File: config.mk
export PLATFORM = sky130hd
export DESIGN_NAME = rdm_mem_if
export DESIGN_NICKNAME = d
export VERILOG_FILES = /design/src/rdm_pkg.sv /design/src/rdm_mem_if.sv
export SDC_FILE = /design/constraint.sdc
export NUM_CORES = 1
export LEC_CHECK = 0
export BUFFER_PORTS_ARGS = -buffer_cell sky130_fd_sc_hd__buf_4
export CAP_MARGIN = 20
export CORE_MARGIN = 10
export CORE_UTILIZATION = 57
export DETAILED_ROUTE_END_ITERATION = 6
export PLACE_DENSITY = 0.83
export REMOVE_ABC_BUFFERS = 1
export SETUP_SLACK_MARGIN = 0.5
export SYNTH_ARGS = -nofsm -noshare
export SYNTH_HDL_FRONTEND = slang
export SYNTH_SLANG_ARGS = --single-unit
File: constraint.sdc
create_clock -name i_sys_clk -period 6.65 [get_ports i_sys_clk]
set_input_delay 0.3325 -clock i_sys_clk [delete_from_list [all_inputs] [get_ports i_sys_clk]]
set_output_delay 0.3325 -clock i_sys_clk [all_outputs]
set_load 0.01 [all_outputs]
File: src/rdm_pkg.sv
package rdm_pkg;
   // ------------------------------------------------------------
   // register byte addresses
   // ------------------------------------------------------------
   localparam logic [31:0] RDM_ROM0_ADDR   = 32'h0320_0080;
   localparam logic [31:0] RDM_ROM1_ADDR   = 32'h0320_0084;
   localparam logic [31:0] RDM_DCTL_ADDR   = 32'h0320_00d0;
   localparam logic [31:0] RDM_FORCE_ADDR  = 32'h0320_00d4;
   localparam logic [31:0] RDM_REFP_ADDR   = 32'h0320_00d8;
   localparam logic [31:0] RDM_STAT_ADDR   = 32'h0320_00dc;

   // ------------------------------------------------------------
   // rom configuration byte fields and reset
   // ------------------------------------------------------------
   localparam int RDM_ROM_WE_BIT    = 7;
   localparam int RDM_ROM_W16_BIT   = 6;
   localparam int RDM_ROM_FULL_BIT  = 5;
   localparam int RDM_ROM_BURST_LSB = 3;
   localparam int RDM_ROM_NSEQ_LSB  = 0;
   localparam logic [7:0] RDM_ROM_RESET = 8'h40;

   // ------------------------------------------------------------
   // dram control fields and reset
   // ------------------------------------------------------------
   localparam int RDM_DCTL_PRE_BIT = 7;
   localparam int RDM_DCTL_RCD_BIT = 6;
   localparam int RDM_DCTL_EDO_BIT = 5;
   localparam logic [7:0] RDM_DCTL_RESET  = 8'h00;
   localparam logic [7:0] RDM_FORCE_RESET = 8'h00;
   localparam logic [1:0] RDM_REFP_RESET  = 2'h0;

   // ------------------------------------------------------------
   // timing counts in memory clock cycles, with the clock in MHz and the refresh limit in us
   // ------------------------------------------------------------
   localparam int RDM_NSEQ_MAX    = 7;
   localparam int RDM_BURST_MAX   = 4;
   localparam int RDM_MAX_BURST   = 255;
   localparam int RDM_RCD_BASE    = 2;
   localparam int RDM_PRE_BASE    = 3;
   localparam int RDM_CLK_MHZ     = 200;
   localparam int RDM_REF_US_MAX  = 128;
   // refresh period in cycles for the longest setting
   localparam int RDM_REF_CYC_MAX = RDM_REF_US_MAX * RDM_CLK_MHZ;
endpackage

File: src/rdm_mem_if.sv
// The plain strobed port was chosen for this implementation.
`timescale 1ns/1ps
module rdm_mem_if #(
   parameter int REF_CYC_MAX = rdm_pkg::RDM_REF_CYC_MAX
) (
   input  wire logic        i_sys_clk,
   input  wire logic        i_rstn,
   input  wire logic [31:0] i_reg_addr,
   input  wire logic [31:0] i_reg_wdata,
   input  wire logic        i_reg_wr,
   input  wire logic        i_reg_rd,
   output logic      [31:0] o_reg_rdata,
   input  wire logic        i_req,
   input  wire logic        i_req_wr,
   input  wire logic        i_req_seq,
   input  wire logic [28:0] i_req_addr,
   input  wire logic [3:0]  i_req_be,
   input  wire logic [31:0] i_req_wdata,
   output logic             o_req_done,
   output logic      [31:0] o_req_rdata,
   input  wire logic [15:0] i_mem_rdata,
   output logic      [31:0] o_mem_wdata,
   output logic             o_mem_wdata_oen,
   output logic             o_rom_cs_n,
   output logic             o_io_read_strobe_n,
   output logic             o_io_write_strobe_n,
   output logic      [3:0]  o_row_strobe_n,
   output logic      [3:0]  o_column_strobe_n,
   output logic      [11:0] o_dram_mux_address
);
   import rdm_pkg::*;

   // ------------------------------------------------------------
   // registers
   // ------------------------------------------------------------
   logic [7:0] rom_cfg_q [2];
   logic [7:0] dctl_q;
   logic [7:0] force_q;
   logic [1:0] refp_q;
   logic [15:0] mem_rdata_s1_q, mem_rdata_q;

   // map a rom speed code onto a cycle count, doubled at half speed
   function automatic logic [4:0] rom_len(input logic [7:0] cfg, input logic burst);
      logic [3:0] base;
      base = burst ? 4'(RDM_BURST_MAX + 1) - 4'(cfg[RDM_ROM_BURST_LSB +: 2])
                   : 4'(RDM_NSEQ_MAX) - 4'(cfg[RDM_ROM_NSEQ_LSB +: 3]);
      if (!burst && cfg[RDM_ROM_NSEQ_LSB +: 3] > 3'h5) base = 4'h2;
      rom_len = cfg[RDM_ROM_FULL_BIT] ? {1'b0, base} : {base, 1'b0};
   endfunction

   // register writes
   always_ff @(posedge i_sys_clk) begin
      if (!i_rstn) begin
         rom_cfg_q[0] <= RDM_ROM_RESET;
         rom_cfg_q[1] <= RDM_ROM_RESET;
         dctl_q       <= RDM_DCTL_RESET;
         force_q      <= RDM_FORCE_RESET;
         refp_q       <= RDM_REFP_RESET;
      end else if (i_reg_wr) begin
         unique case (i_reg_addr)
            RDM_ROM0_ADDR:  rom_cfg_q[0] <= i_reg_wdata[7:0];
            RDM_ROM1_ADDR:  rom_cfg_q[1] <= i_reg_wdata[7:0];
            RDM_DCTL_ADDR:  dctl_q  <= {i_reg_wdata[7:5], 1'b0, i_reg_wdata[3:0]};
            RDM_FORCE_ADDR: force_q <= i_reg_wdata[7:0];
            RDM_REFP_ADDR:  refp_q  <= i_reg_wdata[1:0];
            default: ;
         endcase
      end
   end

   // ------------------------------------------------------------
   // access sequencer
   // ------------------------------------------------------------
   typedef enum {S_IDLE, S_ROM, S_RAS, S_CAS, S_TAIL, S_PRE, S_REF} rdm_state_e;
   rdm_state_e st_q;
   logic [4:0]  cnt_q;
   logic [28:0] addr_q;
   logic        wr_q, half_q, w16_q, bank_w16;
   logic [1:0]  bank_q;
   logic [3:0]  be_q;
   logic [31:0] wdata_q;
   logic [7:0]  burst_q;
   logic        open_q;
   logic [1:0]  open_bank_q;
   logic [15:0] rlo_q;
   logic        ref_pend_q;
   logic [$clog2(REF_CYC_MAX+1)-1:0] ref_cnt_q;
   logic        is_rom, rom_sel, edo;
   logic [4:0]  cas_len;

   assign is_rom   = (i_req_addr[28:25] == 4'h0);
   assign rom_sel  = i_req_addr[24];
   assign bank_w16 = dctl_q[i_req_addr[27:26]];
   assign edo      = dctl_q[RDM_DCTL_EDO_BIT];
   assign cas_len  = edo ? 5'd2 : 5'd1;

   // refresh timer: period = max >> code, four choices
   always_ff @(posedge i_sys_clk) begin
      if (!i_rstn) begin
         ref_cnt_q  <= '0;
         ref_pend_q <= 1'b0;
      end else begin
         if (ref_cnt_q >= ($bits(ref_cnt_q))'((REF_CYC_MAX >> refp_q) - 1)) begin
            ref_cnt_q  <= '0;
            ref_pend_q <= 1'b1;
         end else begin
            ref_cnt_q <= ref_cnt_q + 1'b1;
            if (st_q == S_REF) ref_pend_q <= 1'b0;
         end
      end
   end

   // input data pins pass two flops
   always_ff @(posedge i_sys_clk) begin
      if (!i_rstn) begin
         mem_rdata_s1_q <= '0;
         mem_rdata_q    <= '0;
      end else begin
         mem_rdata_s1_q <= i_mem_rdata;
         mem_rdata_q    <= mem_rdata_s1_q;
      end
   end

   // main state machine
   always_ff @(posedge i_sys_clk) begin
      if (!i_rstn) begin
         st_q        <= S_IDLE;
         cnt_q       <= '0;
         addr_q      <= '0;
         wr_q        <= 1'b0;
         half_q      <= 1'b0;
         w16_q       <= 1'b0;
         bank_q      <= '0;
         be_q        <= '0;
         wdata_q     <= '0;
         burst_q     <= '0;
         open_q      <= 1'b0;
         open_bank_q <= '0;
         rlo_q       <= '0;
         o_req_done  <= 1'b0;
         o_req_rdata <= '0;
      end else begin
         o_req_done <= 1'b0;
         cnt_q      <= (cnt_q != 0) ? cnt_q - 1'b1 : cnt_q;
         unique case (st_q)
            S_IDLE: begin
               if (ref_pend_q) begin
                  open_q <= 1'b0;
                  st_q   <= S_REF;
                  cnt_q  <= 5'd4;
               end else if (i_req && !o_req_done) begin
                  addr_q  <= i_req_addr;
                  wr_q    <= i_req_wr;
                  be_q    <= i_req_be;
                  wdata_q <= i_req_wdata;
                  half_q  <= 1'b0;
                  if (is_rom) begin
                     w16_q <= rom_cfg_q[rom_sel][RDM_ROM_W16_BIT];
                     if (i_req_wr && !rom_cfg_q[rom_sel][RDM_ROM_WE_BIT])
                        o_req_done <= 1'b1;                                // write blocked
                     else begin
                        st_q  <= S_ROM;
                        cnt_q <= rom_len(rom_cfg_q[rom_sel],
                                 i_req_seq && rom_cfg_q[rom_sel][RDM_ROM_BURST_LSB +: 2] != 0);
                     end
                  end else begin
                     bank_q <= i_req_addr[27:26];
                     w16_q  <= bank_w16;
                     if (open_q && i_req_seq && open_bank_q == i_req_addr[27:26]
                         && burst_q < 8'(RDM_MAX_BURST)) begin
                        st_q    <= S_CAS;
                        cnt_q   <= cas_len;                                // page
                        burst_q <= burst_q + 1'b1;
                     end else if (open_q) begin
                        open_q <= 1'b0;
                        st_q   <= S_PRE;
                        cnt_q  <= dctl_q[RDM_DCTL_PRE_BIT] ? 5'd3 : 5'd2;
                     end else begin
                        st_q    <= S_RAS;
                        burst_q <= 8'h1;
                        cnt_q   <= 5'(RDM_RCD_BASE - 1) + 5'(dctl_q[RDM_DCTL_RCD_BIT]);
                     end
                  end
               end
               // the page stays marked open until a refresh or a miss, but a rom access lifts its row strobe; a miss while it is open passes precharge
            end
            S_PRE: if (cnt_q == 0) begin
               st_q  <= S_RAS;
               burst_q <= 8'h1;
               cnt_q <= 5'(RDM_RCD_BASE - 1) + 5'(dctl_q[RDM_DCTL_RCD_BIT]);
            end
            S_RAS: if (cnt_q == 0) begin
               st_q  <= S_CAS;
               cnt_q <= cas_len;
            end
            S_ROM, S_CAS: if (cnt_q == 0) begin
               if (w16_q && !half_q && (&be_q[3:2] || st_q == S_ROM)) begin
                  rlo_q  <= mem_rdata_q;                                   // first half
                  half_q <= 1'b1;
                  cnt_q  <= (st_q == S_ROM) ? rom_len(rom_cfg_q[addr_q[24]],
                            rom_cfg_q[addr_q[24]][RDM_ROM_BURST_LSB +: 2] != 0)
                            : cas_len + 5'd1;                              // one cas high cycle
               end else begin
                  o_req_rdata <= w16_q ? {rlo_q, mem_rdata_q} : {16'h0, mem_rdata_q};
                  o_req_done  <= 1'b1;
                  if (st_q == S_CAS) begin
                     open_q      <= 1'b1;
                     open_bank_q <= bank_q;
                     st_q        <= S_TAIL;
                  end else st_q <= S_IDLE;
               end
            end
            S_TAIL: st_q <= S_IDLE;                                        // ras low, cas high
            S_REF: if (cnt_q == 0) st_q <= S_IDLE;
            default: st_q <= S_IDLE;
         endcase
      end
   end

   // ------------------------------------------------------------
   // pin drive
   // ------------------------------------------------------------
   logic [28:0] ma;
   logic [3:0]  ras_n, cas_n;
   assign ma = addr_q;

   // row and column address multiplexing
   always_comb begin
      if (!w16_q) begin
         if (st_q == S_RAS || st_q == S_PRE)
            o_dram_mux_address = {ma[24], ma[22], ma[19:10]};
         else
            o_dram_mux_address = {ma[25], ma[23], ma[21:20], ma[9:2]};
      end else begin
         if (st_q == S_RAS || st_q == S_PRE)
            o_dram_mux_address = {ma[23], ma[21], ma[18:9]};
         else
            o_dram_mux_address = {ma[24], ma[22], ma[20:19], ma[8:2], half_q};
      end
   end

   // strobes, forced low by software bits
   always_comb begin
      ras_n = 4'hf;
      cas_n = 4'hf;
      if (st_q == S_REF) begin
         cas_n = 4'h0;                                                     // cas before ras
         if (cnt_q < 5'd3) ras_n = 4'h0;
      end else if ((st_q == S_RAS || st_q == S_CAS || st_q == S_TAIL) ||
                   (st_q == S_IDLE && open_q)) begin
         ras_n[bank_q] = 1'b0;
         // column strobe lifts for one cycle between the two halves
         if (st_q == S_CAS && !(half_q && cnt_q == cas_len + 5'd1))
            cas_n = w16_q ? {2'b11, ~be_q[1:0]} : ~be_q;
      end
      o_row_strobe_n    = ras_n & ~force_q[3:0];
      o_column_strobe_n = cas_n & ~force_q[7:4];
   end

   assign o_rom_cs_n          = (st_q != S_ROM);
   assign o_io_read_strobe_n  = !(st_q == S_ROM && !wr_q);
   assign o_io_write_strobe_n = !(st_q == S_ROM && wr_q && cnt_q != 0);
   assign o_mem_wdata_oen     = !(wr_q && (st_q == S_ROM || st_q == S_CAS));
   assign o_mem_wdata         = wdata_q;

   // register readback, one cycle later
   always_ff @(posedge i_sys_clk) begin
      if (!i_rstn) begin
         o_reg_rdata <= '0;
      end else if (i_reg_rd) begin
         unique case (i_reg_addr)
            RDM_ROM0_ADDR:  o_reg_rdata <= {24'h0, rom_cfg_q[0]};
            RDM_ROM1_ADDR:  o_reg_rdata <= {24'h0, rom_cfg_q[1]};
            RDM_DCTL_ADDR:  o_reg_rdata <= {24'h0, dctl_q};
            RDM_FORCE_ADDR: o_reg_rdata <= {24'h0, force_q};
            RDM_REFP_ADDR:  o_reg_rdata <= {30'h0, refp_q};
            RDM_STAT_ADDR:  o_reg_rdata <= {29'h0, ref_pend_q, open_q, st_q != S_IDLE};
            default:        o_reg_rdata <= '0;
         endcase
      end else begin
         o_reg_rdata <= '0;
      end
   end
endmodule

After elaboration in Yosys (flattened, before gate mapping)
Memories as Yosys holds them, arrays and structs flattened. A register that Yosys moved wholly into a read port is not among the register bits.
Index checks and enable logic that the tools add are counted.
{ "totals": {"output_inout_bits": 121, "mem_bits_rw": 16, "elab_cells": 245, "n_memories": 1, "in_bits": 152, "regBits": 261} }
{ "memory_table": {"columns": ["name", "words", "width", "rd", "rd_clocked_by_memory_dff", "write_ports", "line_no", "text"], "rows": [
  ["rom_cfg_q", 2, 8, 4, 1, 2, "rdm_mem_if.sv:36", "logic [7:0] rom_cfg_q [2];"]
]} }
{ "op_classes": {"magnitude_cmp": 8, "muxes": 93, "shift": 1, "addsub": 10, "n_eq_ne": 35, "reduce_logical": 61, "n_bitwise": 13} }
{ "op_table": {"columns": ["op", "count"], "rows": [
  ["32-bit 2-to-1 mux", 10],
  ["32-bit by 26-bit == test with 1-bit output (second input constant)", 6],
  ["32-bit one-hot mux with 5 select lines", 1],
  ["32-bit by 3-bit == test with 1-bit output (second input constant)", 4],
  ["32-bit by 2-bit == test with 1-bit output (second input constant)", 3],
  ["32-bit by 4-bit == test with 1-bit output (second input constant)", 3],
  ["32-bit zero test", 2],
  ["8-bit 2-to-1 mux", 8],
  ["5-bit 2-to-1 mux", 12],
  ["8-bit one-hot mux with 6 select lines", 1],
  ["4-bit 2-to-1 mux", 11],
  ["12-bit 2-to-1 mux", 3],
  ["1-bit 2-to-1 mux", 34],
  ["32-bit by 1-bit == test with 1-bit output (second input constant)", 1],
  ["32-bit by 2-bit inequality test with 1-bit output (second input constant)", 1],
  ["32-bit nonzero test", 1],
  ["2-bit inequality test (second input constant)", 10],
  ["5-bit one-hot mux with 4 select lines", 1],
  ["1-bit logical AND", 18],
  ["4-bit inverter", 4],
  ["8-bit one-hot mux with 2 select lines", 1],
  ["15-bit by 1-bit adder with 15-bit output (second input constant)", 1],
  ["15-bit greater-or-equal comparator", 1],
  ["15-bit by 2-bit >> shifter with 15-bit output (first input constant)", 1],
  ["39 further kinds", 83]
]} }

Depth between registers and ports, before layout
Gate-level depths: netlist (run 1).
An unclocked memory read counts as a cell.
{ "logic_depth": {"word_depth": 12, "depth_mapped": 11, "ltp_nobuf": 10} }

Least setup slack after synthesis (run 1)
Ideal clock, no wire load.
{ "synth_timing": {"path_kind": "register to output", "start": "register st_q[0]", "end": "output o_dram_mux_address[7]", "path_slack_ns": 4.545, "n_path_buf": 2, "required_time_ns": 6.318, "stages_incl_launch_ff": 8, "arrival_ns": 1.773, "cell_sequence": "dfxtp_1 > buf_2 > and3b_1 > a21oi_1 > buf_2 > mux2_2 > nor2_1 > a21oi_1"} }
{ "synth_between": {"elab_chain_len": 4, "elab_cells_between_ends": 6, "classes_between": "2 x eq/ne; 3 x mux; 1 x reduce/logical"} }
{ "synth_lines": {"columns": ["item", "line_no", "text"], "rows": [
  ["start, declared", "rdm_mem_if.sv:75", "rdm_state_e st_q;"],
  ["start signal, assigned", "rdm_mem_if.sv:127", "st_q <= S_IDLE;"],
  ["start signal, assigned", "rdm_mem_if.sv:149", "st_q <= S_REF;"],
  ["start signal, assigned", "rdm_mem_if.sv:162", "st_q <= S_ROM;"],
  ["32-bit by 3-bit == test with 1-bit output / 32-bit by 4-bit == test with 1-bit output (equally long branches)", "rdm_mem_if.sv:230, rdm_mem_if.sv:235", null],
  ["1-bit logical OR *", "rdm_mem_if.sv:230, rdm_mem_if.sv:235", null],
  ["12-bit 2-to-1 mux, on equally long branches", "rdm_mem_if.sv:230, rdm_mem_if.sv:235", null],
  ["12-bit 2-to-1 mux *", "rdm_mem_if.sv:229", "if (!w16_q) begin"],
  ["end, declared", "rdm_mem_if.sv:29", "output logic [11:0] o_dram_mux_address"]
]} }
Mark *: on every way between the ends. The rest lies on a longest branch, timed or not.

Final worst setup path (run 1)
{ "layout_timing": {"start": "register st_q[2]", "end": "output o_dram_mux_address[9]"} }
The elaborated chain is that of the path after synthesis.

==> results of run 1 <==
-- critical path: cells and delay by family, from the launching register on --
| family | cells | cell delay, ns |
|---|---|---|
| AO/OA/AOI/OAI | 1 | 0.29 |
| buffers and inverters | 3 | 0.76 |
| flip-flops | 1 | 0.66 |
| multiplexers | 1 | 0.52 |
-- cell usage in the layout (no fill, tap or decap), types with 6 or more instances in the layout --
| master | netlist | final |
|---|---|---|
| nor2_1 | 78 | 77 |
| or3_1 | 7 | 7 |
| clkinv_2 | 0 | 10 |
| nor3_1 | 20 | 20 |
| nand3_1 | 35 | 35 |
| buf_4 | 27 | 229 |
| o22ai_1 | 9 | 9 |
| nand2b_1 | 8 | 8 |
| and2_1 | 44 | 44 |
| o21ai_0 | 18 | 18 |
| xor2_1 | 9 | 9 |
| a211oi_1 | 14 | 14 |
| nand2_1 | 254 | 253 |
| inv_1 | 23 | 23 |
| mux2i_1 | 40 | 40 |
| edfxtp_1 | 16 | 16 |
| xnor2_1 | 16 | 16 |
| a21oi_1 | 143 | 143 |
| and3_1 | 6 | 6 |
| a22oi_1 | 10 | 10 |
| conb_1 | 1 | 24 |
| nor2b_1 | 6 | 6 |
| dfxtp_1 | 207 | 207 |
| clkbuf_16 | 0 | 24 |
| ha_1 | 15 | 15 |
-- power by group through the flow --
stage                     registers (uW)  logic (uW)  clock network [uW]
after detailed placement            1630        1160                   0
after global placement              1630        1140                   0
after CTS                           1600        1160                1420
final                               1610        1170                1400
after floorplan                     1630         697                   0
after global routing                1630        1280                1470
-- registers in the layout (all words and copies together) (netlist names), 2 cells and up, named ones only --
| name | cells |
|---|---|
| rom_cfg_q | 16 |
| rlo_q | 16 |
| mem_rdata_q | 16 |
| o_mem_wdata | 32 |
| st_q | 3 |
| burst_q | 8 |
| o_reg_rdata | 8 |
| be_q | 4 |
| mem_rdata_s1_q | 16 |
| refp_q | 2 |
| dctl_q | 7 |
| cnt_q | 5 |
| addr_q | 24 |
| bank_q | 2 |
| ref_cnt_q | 15 |
| force_q | 8 |
| o_req_rdata | 32 |
| open_bank_q | 2 |
-- metrics by stage --
step                      worst slack [ns]  hold slack (ns)
after global routing                  3.41           0.0138
after global placement                3.97            0.414
after CTS                             3.59          0.00859
after detailed placement              3.91            0.417
after floorplan                       2.89            0.412
final                                 3.56           0.0236
-- layer usage --
metal / up-vias / GRT usage, % / part of all wire [%]
met5: - / 0 / 0
met4: 0 / 7.01 / 2.4
met3: 59 / 5.64 / 9.6
met2: 381 / 38.8 / 49
met1: 4175 / 28.2 / 39
li1: 4316 / - / -
-- area by class of cell --
| cell class | count | area (um^2) | share of cell area, % |
|---|---|---|---|
| tap | 225 | 282 | 2.28 |
| clock inverter | 19 | 219 | 1.77 |
| clock buffer | 25 | 614 | 4.98 |
| inverter | 24 | 92.6 | 0.750 |
| timing repair buffer | 230 | 1750 | 14.2 |
| sequential | 223 | 4620 | 37.5 |
| multi-input combinational | 847 | 4760 | 38.6 |
-- final timing paths --
kind,from,to,slack [ns],cells past startpoint
hold / removal,i_mem_rdata[15],mem_rdata_s1_q[15],0.02,2
setup / recovery,st_q[2],o_dram_mux_address[9],3.56,5
setup reg to reg,st_q[2],o_req_rdata[1],3.87,9
hold reg to reg,mem_rdata_s1_q[8],mem_rdata_q[8],0.44,1
-- kinds of logic after synthesis --
group | synth area share [%]
xor gates and xnor gates | 2.22
and+or+nand+nor | 22.7
DFF | 46.9
buffers and inverters | 5.75
other | 0.0380
adders and majority gates | 1.90
AOI/OAI and AO/OA | 15.0
muxes | 5.43
==> results by group, run 1 <==
Status
  – Status: finished clean

Detailed routing
  – Antenna-violating nets left: 0
  – Final wirelength: 27600 um
  – Drt wl/cell: 17.3 um
  – Via density: 5.61
  – DRC Markers: 0
  – Pre-antenna DRT Iters: 6
  – Via count: 8931
  – DR iter-0 viols: 880

STA
  – RSZ-0062 raised after global routing: no
  – Worst Clk Skew: 0.0125 ns
  – Maximum clock frequency: 324 MHz
  – Slew Limit Fails: 0
  – Final Hold Violating Endpoints: 0
  – Setup violators final: 0
  – Post-route setup TNS: 0 ns
  – Slew headroom: 46.0%
  – Worst slew pin tran: 0.804 ns
  – Final period utilization: 46.4%
  – Tmin final: 3.09 ns

Cells and area
  – Filler Cells Inserted: 1359
  – Fin nets: 1517
  – Area grow syn2layout: 25.2%
  – Layout cells sized above 1: 22.2%
  – Post-route insts no fill: 1593
  – Finished Cell Area: 12300 um^2
  – Antenna cells: 0
  – Layout Utilization: 72.1%

Setup path
  – Max incr delay on CP: 0.66 ns
  – Critical Path Sink Type: output pin
  – CP Cell Sequence: inv_1, a21oi_1, buf_4, mux4_2, buf_4
  – Slowest CP cell: dfxtp_1
  – Crit path max fanout: 17
  – Critical path class: flip-flop to output pin
  – Setup crit start kind: flip-flop
  – Most used cell, CP: buf_4
  – Worst EP arrival: 2.76 ns
  – Critical Path RT: 6.32 ns

Power and ir drop
  – Pwr Density: 338 nW/um^2
  – Gate power share: 28.0%
  – Leak: 0.00511 uW
  – Cell Int Power: 2760 uW
  – Overall power: 4170 uW
  – Clk pwr share: 33.5%
  – Max VDD drop: 239 uV
  – Share of power burned in registers: 38.5%
  – Switching part of the total: 33.7%
  – Sw Pwr: 1410 uW

Synthesis
  – Top cells by count, synth: nand2_1 (254), dfxtp_1 (207), a21oi_1 (143)
  – Main synth FF type: dfxtp_1
  – Most frequent cell after synthesis: nand2_1
  – Yosys warning count: 0
  – Synthesized area per cell: 8.50 um^2
  – Post-Syn Area: 9860 um^2
  – Top-area cell type share of the netlist area: 42.0%
  – EDFF count, synth: 16
  – Asr flop ratio synth: 0%
  – Seq/Total Area, Yosys: 46.9%
  – Yosys cell types: 72
  – Dominant cell type by area after synthesis: dfxtp_1
  – Post-synthesis sequential element count: 223
  – Synth top area cells: dfxtp_1 (42%), nand2_1 (9.7%), a21oi_1 (7.3%), edfxtp_1 (4.9%), mux2i_1 (4.1%)
  – Cells after Synth: 1159

Die
  – Core footprint: 17100 um^2
  – Die W: 151 um
  – Initial Util: 57.6%
  – Total Die Area: 23000 um^2
  – Die height: 151 um
  – Top-Level Pins: 273
  – Row count: 48

CTS
  – Clock root cell: clkbuf_16
  – CTS tree: done
  – Clk sinks: 223
  – Hold Buf Count CTS: 0
  – Number of setup buffers added after CTS: 0
  – CTS resizes: 0
  – Clock-pin slew on the worst setup and hold paths: 0.07 ns
  – CTS Buffer Depth: 3
  – Worst-Skew Late Latency: 0.52 ns
  – CTS Buf Count: 24
  – H-tree Lvls: 1

Place
  – Routability congestion estimate: 0.962
  – Port bufs: 222
  – Inst Count DP: 1549
  – Dpl cell area: 11500 um^2
  – Hpwl dp: 19600 um

Job
  – Max Cap Violations: 0

Global routing
  – Initial antenna violation count: 0
  – GRT Total Usage: 22.9%
  – GRT Residual Overflow: 0
  – Vias in the first global route: 8627
  – First-pass GRT wire length: 43500 um
  – Largest net degree at the start of global routing: 68

Hold path
  – Worst min path class: input pin to flip-flop
Note: power is estimated with default switching activity, not from simulation.
==> run 2: changes to the inputs <==
ABC_AREA = 1   (was default)
CORE_UTILIZATION = 48   (was 57)
PLACE_DENSITY = 0.74   (was 0.83)
clock period = 2.61 ns   (was 6.65 ns; I/O delays follow)
==> results by group, run 2 <==
Status
  – Status: finished clean (unchanged)

CTS
  – CTS Buffer Depth: 3 (unchanged)
  – Clk sinks: 223 (unchanged)
  – CTS tree: done (unchanged)
  – Clock root cell: clkbuf_16 (unchanged)
  – Clock-pin slew on the worst setup and hold paths: 0.06 ns (was 0.07 ns)
  – Worst-Skew Late Latency: 0.52 ns (about the same)
  – H-tree Lvls: 1 (unchanged)
  – CTS Buf Count: 24 (unchanged)

Detailed routing
  – Pre-antenna DRT Iters: 5 (was 6)
  – Final wirelength: 31900 um (was 27600 um)
  – DR iter-0 viols: 795 (was 880)
  – Via density: 5.13 (was 5.61)
  – DRC Markers: 0 (unchanged)
  – Antenna-violating nets left: 0 (unchanged)
  – Drt wl/cell: 16.3 um (was 17.3 um)
  – Via count: 10045 (was 8931)

Place
  – Dpl cell area: 11800 um^2 (was 11500 um^2)
  – Inst Count DP: 1811 (was 1549)
  – Hpwl dp: 21300 um (was 19600 um)
  – Port bufs: 222 (unchanged)
  – Routability congestion estimate: 0.928 (was 0.962)

Setup path
  – CP Cell Sequence: buf_12, buf_6, nor2_4, nor2_4, buf_12, buf_4, mux2i_2, o21ai_1, buf_4 (was inv_1, a21oi_1, buf_4, mux4_2, buf_4)
  – Setup crit start kind: flip-flop (unchanged)
  – Max incr delay on CP: 0.35 ns (was 0.66 ns)
  – Critical Path Sink Type: output pin (unchanged)
  – Crit path max fanout: 8 (was 17)
  – Critical path class: flip-flop to output pin (unchanged)
  – Slowest CP cell: dfxtp_4 (was dfxtp_1)
  – Reg2reg path depth: 11 (was 9)
  – Worst r2r src: st_q[0] (was st_q[2])
  – Worst EP arrival: 2.03 ns (was 2.76 ns)
  – Reg2reg end: burst_q[4] (was o_req_rdata[1])
  – Critical Path RT: 2.48 ns (was 6.32 ns)
  – Flop-to-flop setup slack: 0.59 ns (was 3.87 ns)

STA
  – Worst slew pin tran: 0.651 ns (was 0.804 ns)
  – Setup violators final: 0 (unchanged)
  – Post-route setup TNS: 0 ns (unchanged)
  – Final period utilization: 82.8%
  – Slew headroom: 56.5% (was 46.0%)
  – Slew Limit Fails: 0 (unchanged)
  – Final Hold Violating Endpoints: 0 (unchanged)
  – Worst Clk Skew: 0.0183 ns (was 0.0125 ns)
  – RSZ-0062 raised after global routing: yes (was no)
  – Tmin final: 2.16 ns
  – Maximum clock frequency: 462 MHz

Synthesis
  – Most frequent cell after synthesis: nor2_1 (was nand2_1)
  – Xor/xnor cell area share of the yosys netlist: 0.957% (was 2.22%)
  – Post-synthesis sequential element count: 223 (unchanged)
  – Synth top area cells: dfxtp_1 (41%), nor2_1 (9.3%), nand2_1 (8.3%), o21ai_0 (7.6%), inv_1 (4.8%) (was dfxtp_1 (42%), nand2_1 (9.7%), a21oi_1 (7.3%), edfxtp_1 (4.9%), mux2i_1 (4.1%))
  – Yosys warning count: 0 (unchanged)
  – Compound-Gate Fraction of Synth Area: 14.1% (was 15.0%)
  – Mux cell area share after synthesis: 0.796% (was 5.43%)
  – Largest family of logic cells by synthesized area: simple AND/OR/NAND/NOR gates (unchanged)
  – Yosys cell types: 50 (was 72)
  – Top cells by count, synth: nor2_1 (250), nand2_1 (222), dfxtp_1 (207) (was nand2_1 (254), dfxtp_1 (207), a21oi_1 (143))
  – Main synth FF type: dfxtp_1 (unchanged)
  – Post-Synth Simple-Gate Area: 26.5% (was 22.7%)
  – Adder-cell share of the synthesized area: 1.86% (was 1.90%)
  – Dominant cell type by area after synthesis: dfxtp_1 (unchanged)
  – EDFF count, synth: 16 (unchanged)
  – Synthesized area per cell: 7.39 um^2 (was 8.50 um^2)
  – Top-area cell type share of the netlist area: 41.2% (was 42.0%)
  – Seq/Total Area, Yosys: 46.0% (was 46.9%)
  – Cells after Synth: 1362 (was 1159)
  – Asr flop ratio synth: 0% (unchanged)
  – Post-Syn Area: 10100 um^2 (was 9860 um^2)

Hold path
  – Worst Hold End: refp_q[1] (was mem_rdata_s1_q[15])
  – Worst hold path cell count: 5 (was 2)
  – Worst hold start: i_reg_addr[3] (was i_mem_rdata[15])
  – Worst min path class: input pin to flip-flop (unchanged)

Power and ir drop
  – Share of power burned in registers: 37.5% (was 38.5%)
  – Clk pwr share: 28.7% (was 33.5%)
  – Cell Int Power: 7230 uW (was 2760 uW)
  – Max VDD drop: 616 uV (was 239 uV)
  – Sw Pwr: 3950 uW (was 1410 uW)
  – Pwr Density: 810 nW/um^2 (was 338 nW/um^2)
  – Gate power share: 33.7% (was 28.0%)
  – Leak: 0.00646 uW (was 0.00511 uW)
  – Switching part of the total: 35.3% (was 33.7%)

Global routing
  – Vias in the first global route: 9812 (was 8627)
  – GRT Total Usage: 22.4% (was 22.9%)
  – GRT Residual Overflow: 0 (unchanged)
  – First-pass GRT wire length: 49900 um (was 43500 um)
  – Largest net degree at the start of global routing: 110 (was 68)
  – Initial antenna violation count: 1 (was 0)

Cells and area
  – Multi-input gate area: 4690 um^2 (was 4760 um^2)
  – Area grow syn2layout: 37.2% (was 25.2%)
  – Finished Cell Area: 13800 um^2 (was 12300 um^2)
  – Layout cells sized above 1: 21.9% (was 22.2%)
  – Filler Cells Inserted: 1689 (was 1359)
  – Fin nets: 1839 (was 1517)
  – Most common cell after layout, fill and taps aside: nor2_1 (was nand2_1)
  – Storage element area: 4640 um^2 (was 4620 um^2)
  – Most frequent cells in the layout: nor2_1 (244), buf_4 (238), nand2_1 (216) (was nand2_1 (253), buf_4 (229), dfxtp_1 (207))
  – Post-route insts no fill: 1958 (was 1593)
  – Layout Utilization: 67.6% (was 72.1%)

Die
  – Total Die Area: 27200 um^2 (was 23000 um^2)
  – Core footprint: 20400 um^2 (was 17100 um^2)
  – Top-Level Pins: 273 (unchanged)
  – Initial Util: 49.3% (was 57.6%)
  – Die W: 165 um (was 151 um)
  – Die height: 165 um (was 151 um)
  – Row count: 52 (was 48)

Job
  – Max Cap Violations: 0 (unchanged)
==> run 2: cell types whose count changed after synthesis, moves of 23 or more <==
cell	change
nor2_1	+172
o21ai_0	+134
inv_1	+107
a21oi_1	-68
and2_1	-43
mux2i_1	-32
nand2_1	-32
nand3_1	+23
==> run 2: layer usage <==
layer / track usage, % / vias to the layer above / share of wire (%)
met5: 0 / - / 0
met4: 8.01 / 0 / 3.0
met3: 5.97 / 65 / 9.0
met2: 38.9 / 353 / 50
met1: 26.1 / 4626 / 38
li1: - / 5001 / -
==> run 2: worst max-delay path: cells and delay by family, from the launching register on <==
family | cells | cell delay [ns]
compound gates | 1 | 0.08
buf+inv | 5 | 0.69
flops | 1 | 0.35
mux | 1 | 0.21
simple gates | 2 | 0.18
==> run 2: how the worst max path moves through the flow <==
| stage | startpoint | endpoint | slack (ns) |
|---|---|---|---|
| 2_1_floorplan | w16_q | o_req_rdata[16] | 0.22 |
| 3_3_place_gp | refp_q[1] | ref_cnt_q[14] | 0.47 |
| 3_5_place_dp | refp_q[1] | ref_cnt_q[10] | 0.42 |
| 4_1_cts | st_q[0] | o_dram_mux_address[7] | 0.45 |
| 5_1_grt | st_q[2] | o_dram_mux_address[8] | 0.35 |
| 6_report | st_q[0] | o_dram_mux_address[8] | 0.45 |
==> run 2: cell families after synthesis <==
logic type | count (synthesis)
AND/OR/NAND/NOR | 612
AO/OA/AOI/OAI | 268
buffers and inverters | 224
flip-flops | 223
adder cells (fa/ha/maj) | 15
XOR/XNOR | 11
multiplexers | 8
other | 1
==> run 2: final cells by class <==
| cell class | count | area share, % |
|---|---|---|
| repair buffers | 335 | 20.3 |
| clock buffers | 31 | 4.77 |
| multi-input cells | 939 | 34.0 |
| inverters | 147 | 4.21 |
| flip-flops and latches | 223 | 33.6 |
| well taps | 270 | 2.45 |
| diodes | 1 | 0.0181 |
| repair inverters | 2 | 0.109 |
| clock inverters | 10 | 0.553 |
==> run 2: per-stage QoR <==
step | total power (uW) | worst slack [ns] | hold slack, ns
2_1_floorplan | 6050 | 0.223 | 0.224
3_3_place_gp | 7420 | 0.474 | 0.313
3_5_place_dp | 7450 | 0.421 | 0.316
4_1_cts | 11000 | 0.451 | 0.0329
5_1_grt | 11800 | 0.351 | 0.0767
6_report | 11200 | 0.448 | 0.0557
==> run 2: power groups by stage <==
stage               clock network (uW)  logic [uW]  registers [uW]
floorplan                            0        1760            4280
global placement                     0        3200            4220
detailed placement                   0        3230            4220
CTS                               3260        3550            4170
global route                      3410        4140            4240
finish                            3210        3770            4200
==> run 2: what timing repair did <==
action                                 in CTS  in global routing
setup endpoints to repair                  68                102
endpoints found under the hold margin     103                  0
hold buffers                               89                  0
cloned                                      1                  2
gates resized for setup                    25                 52
pin swaps                                   7                  8
setup buffers                              12                  1
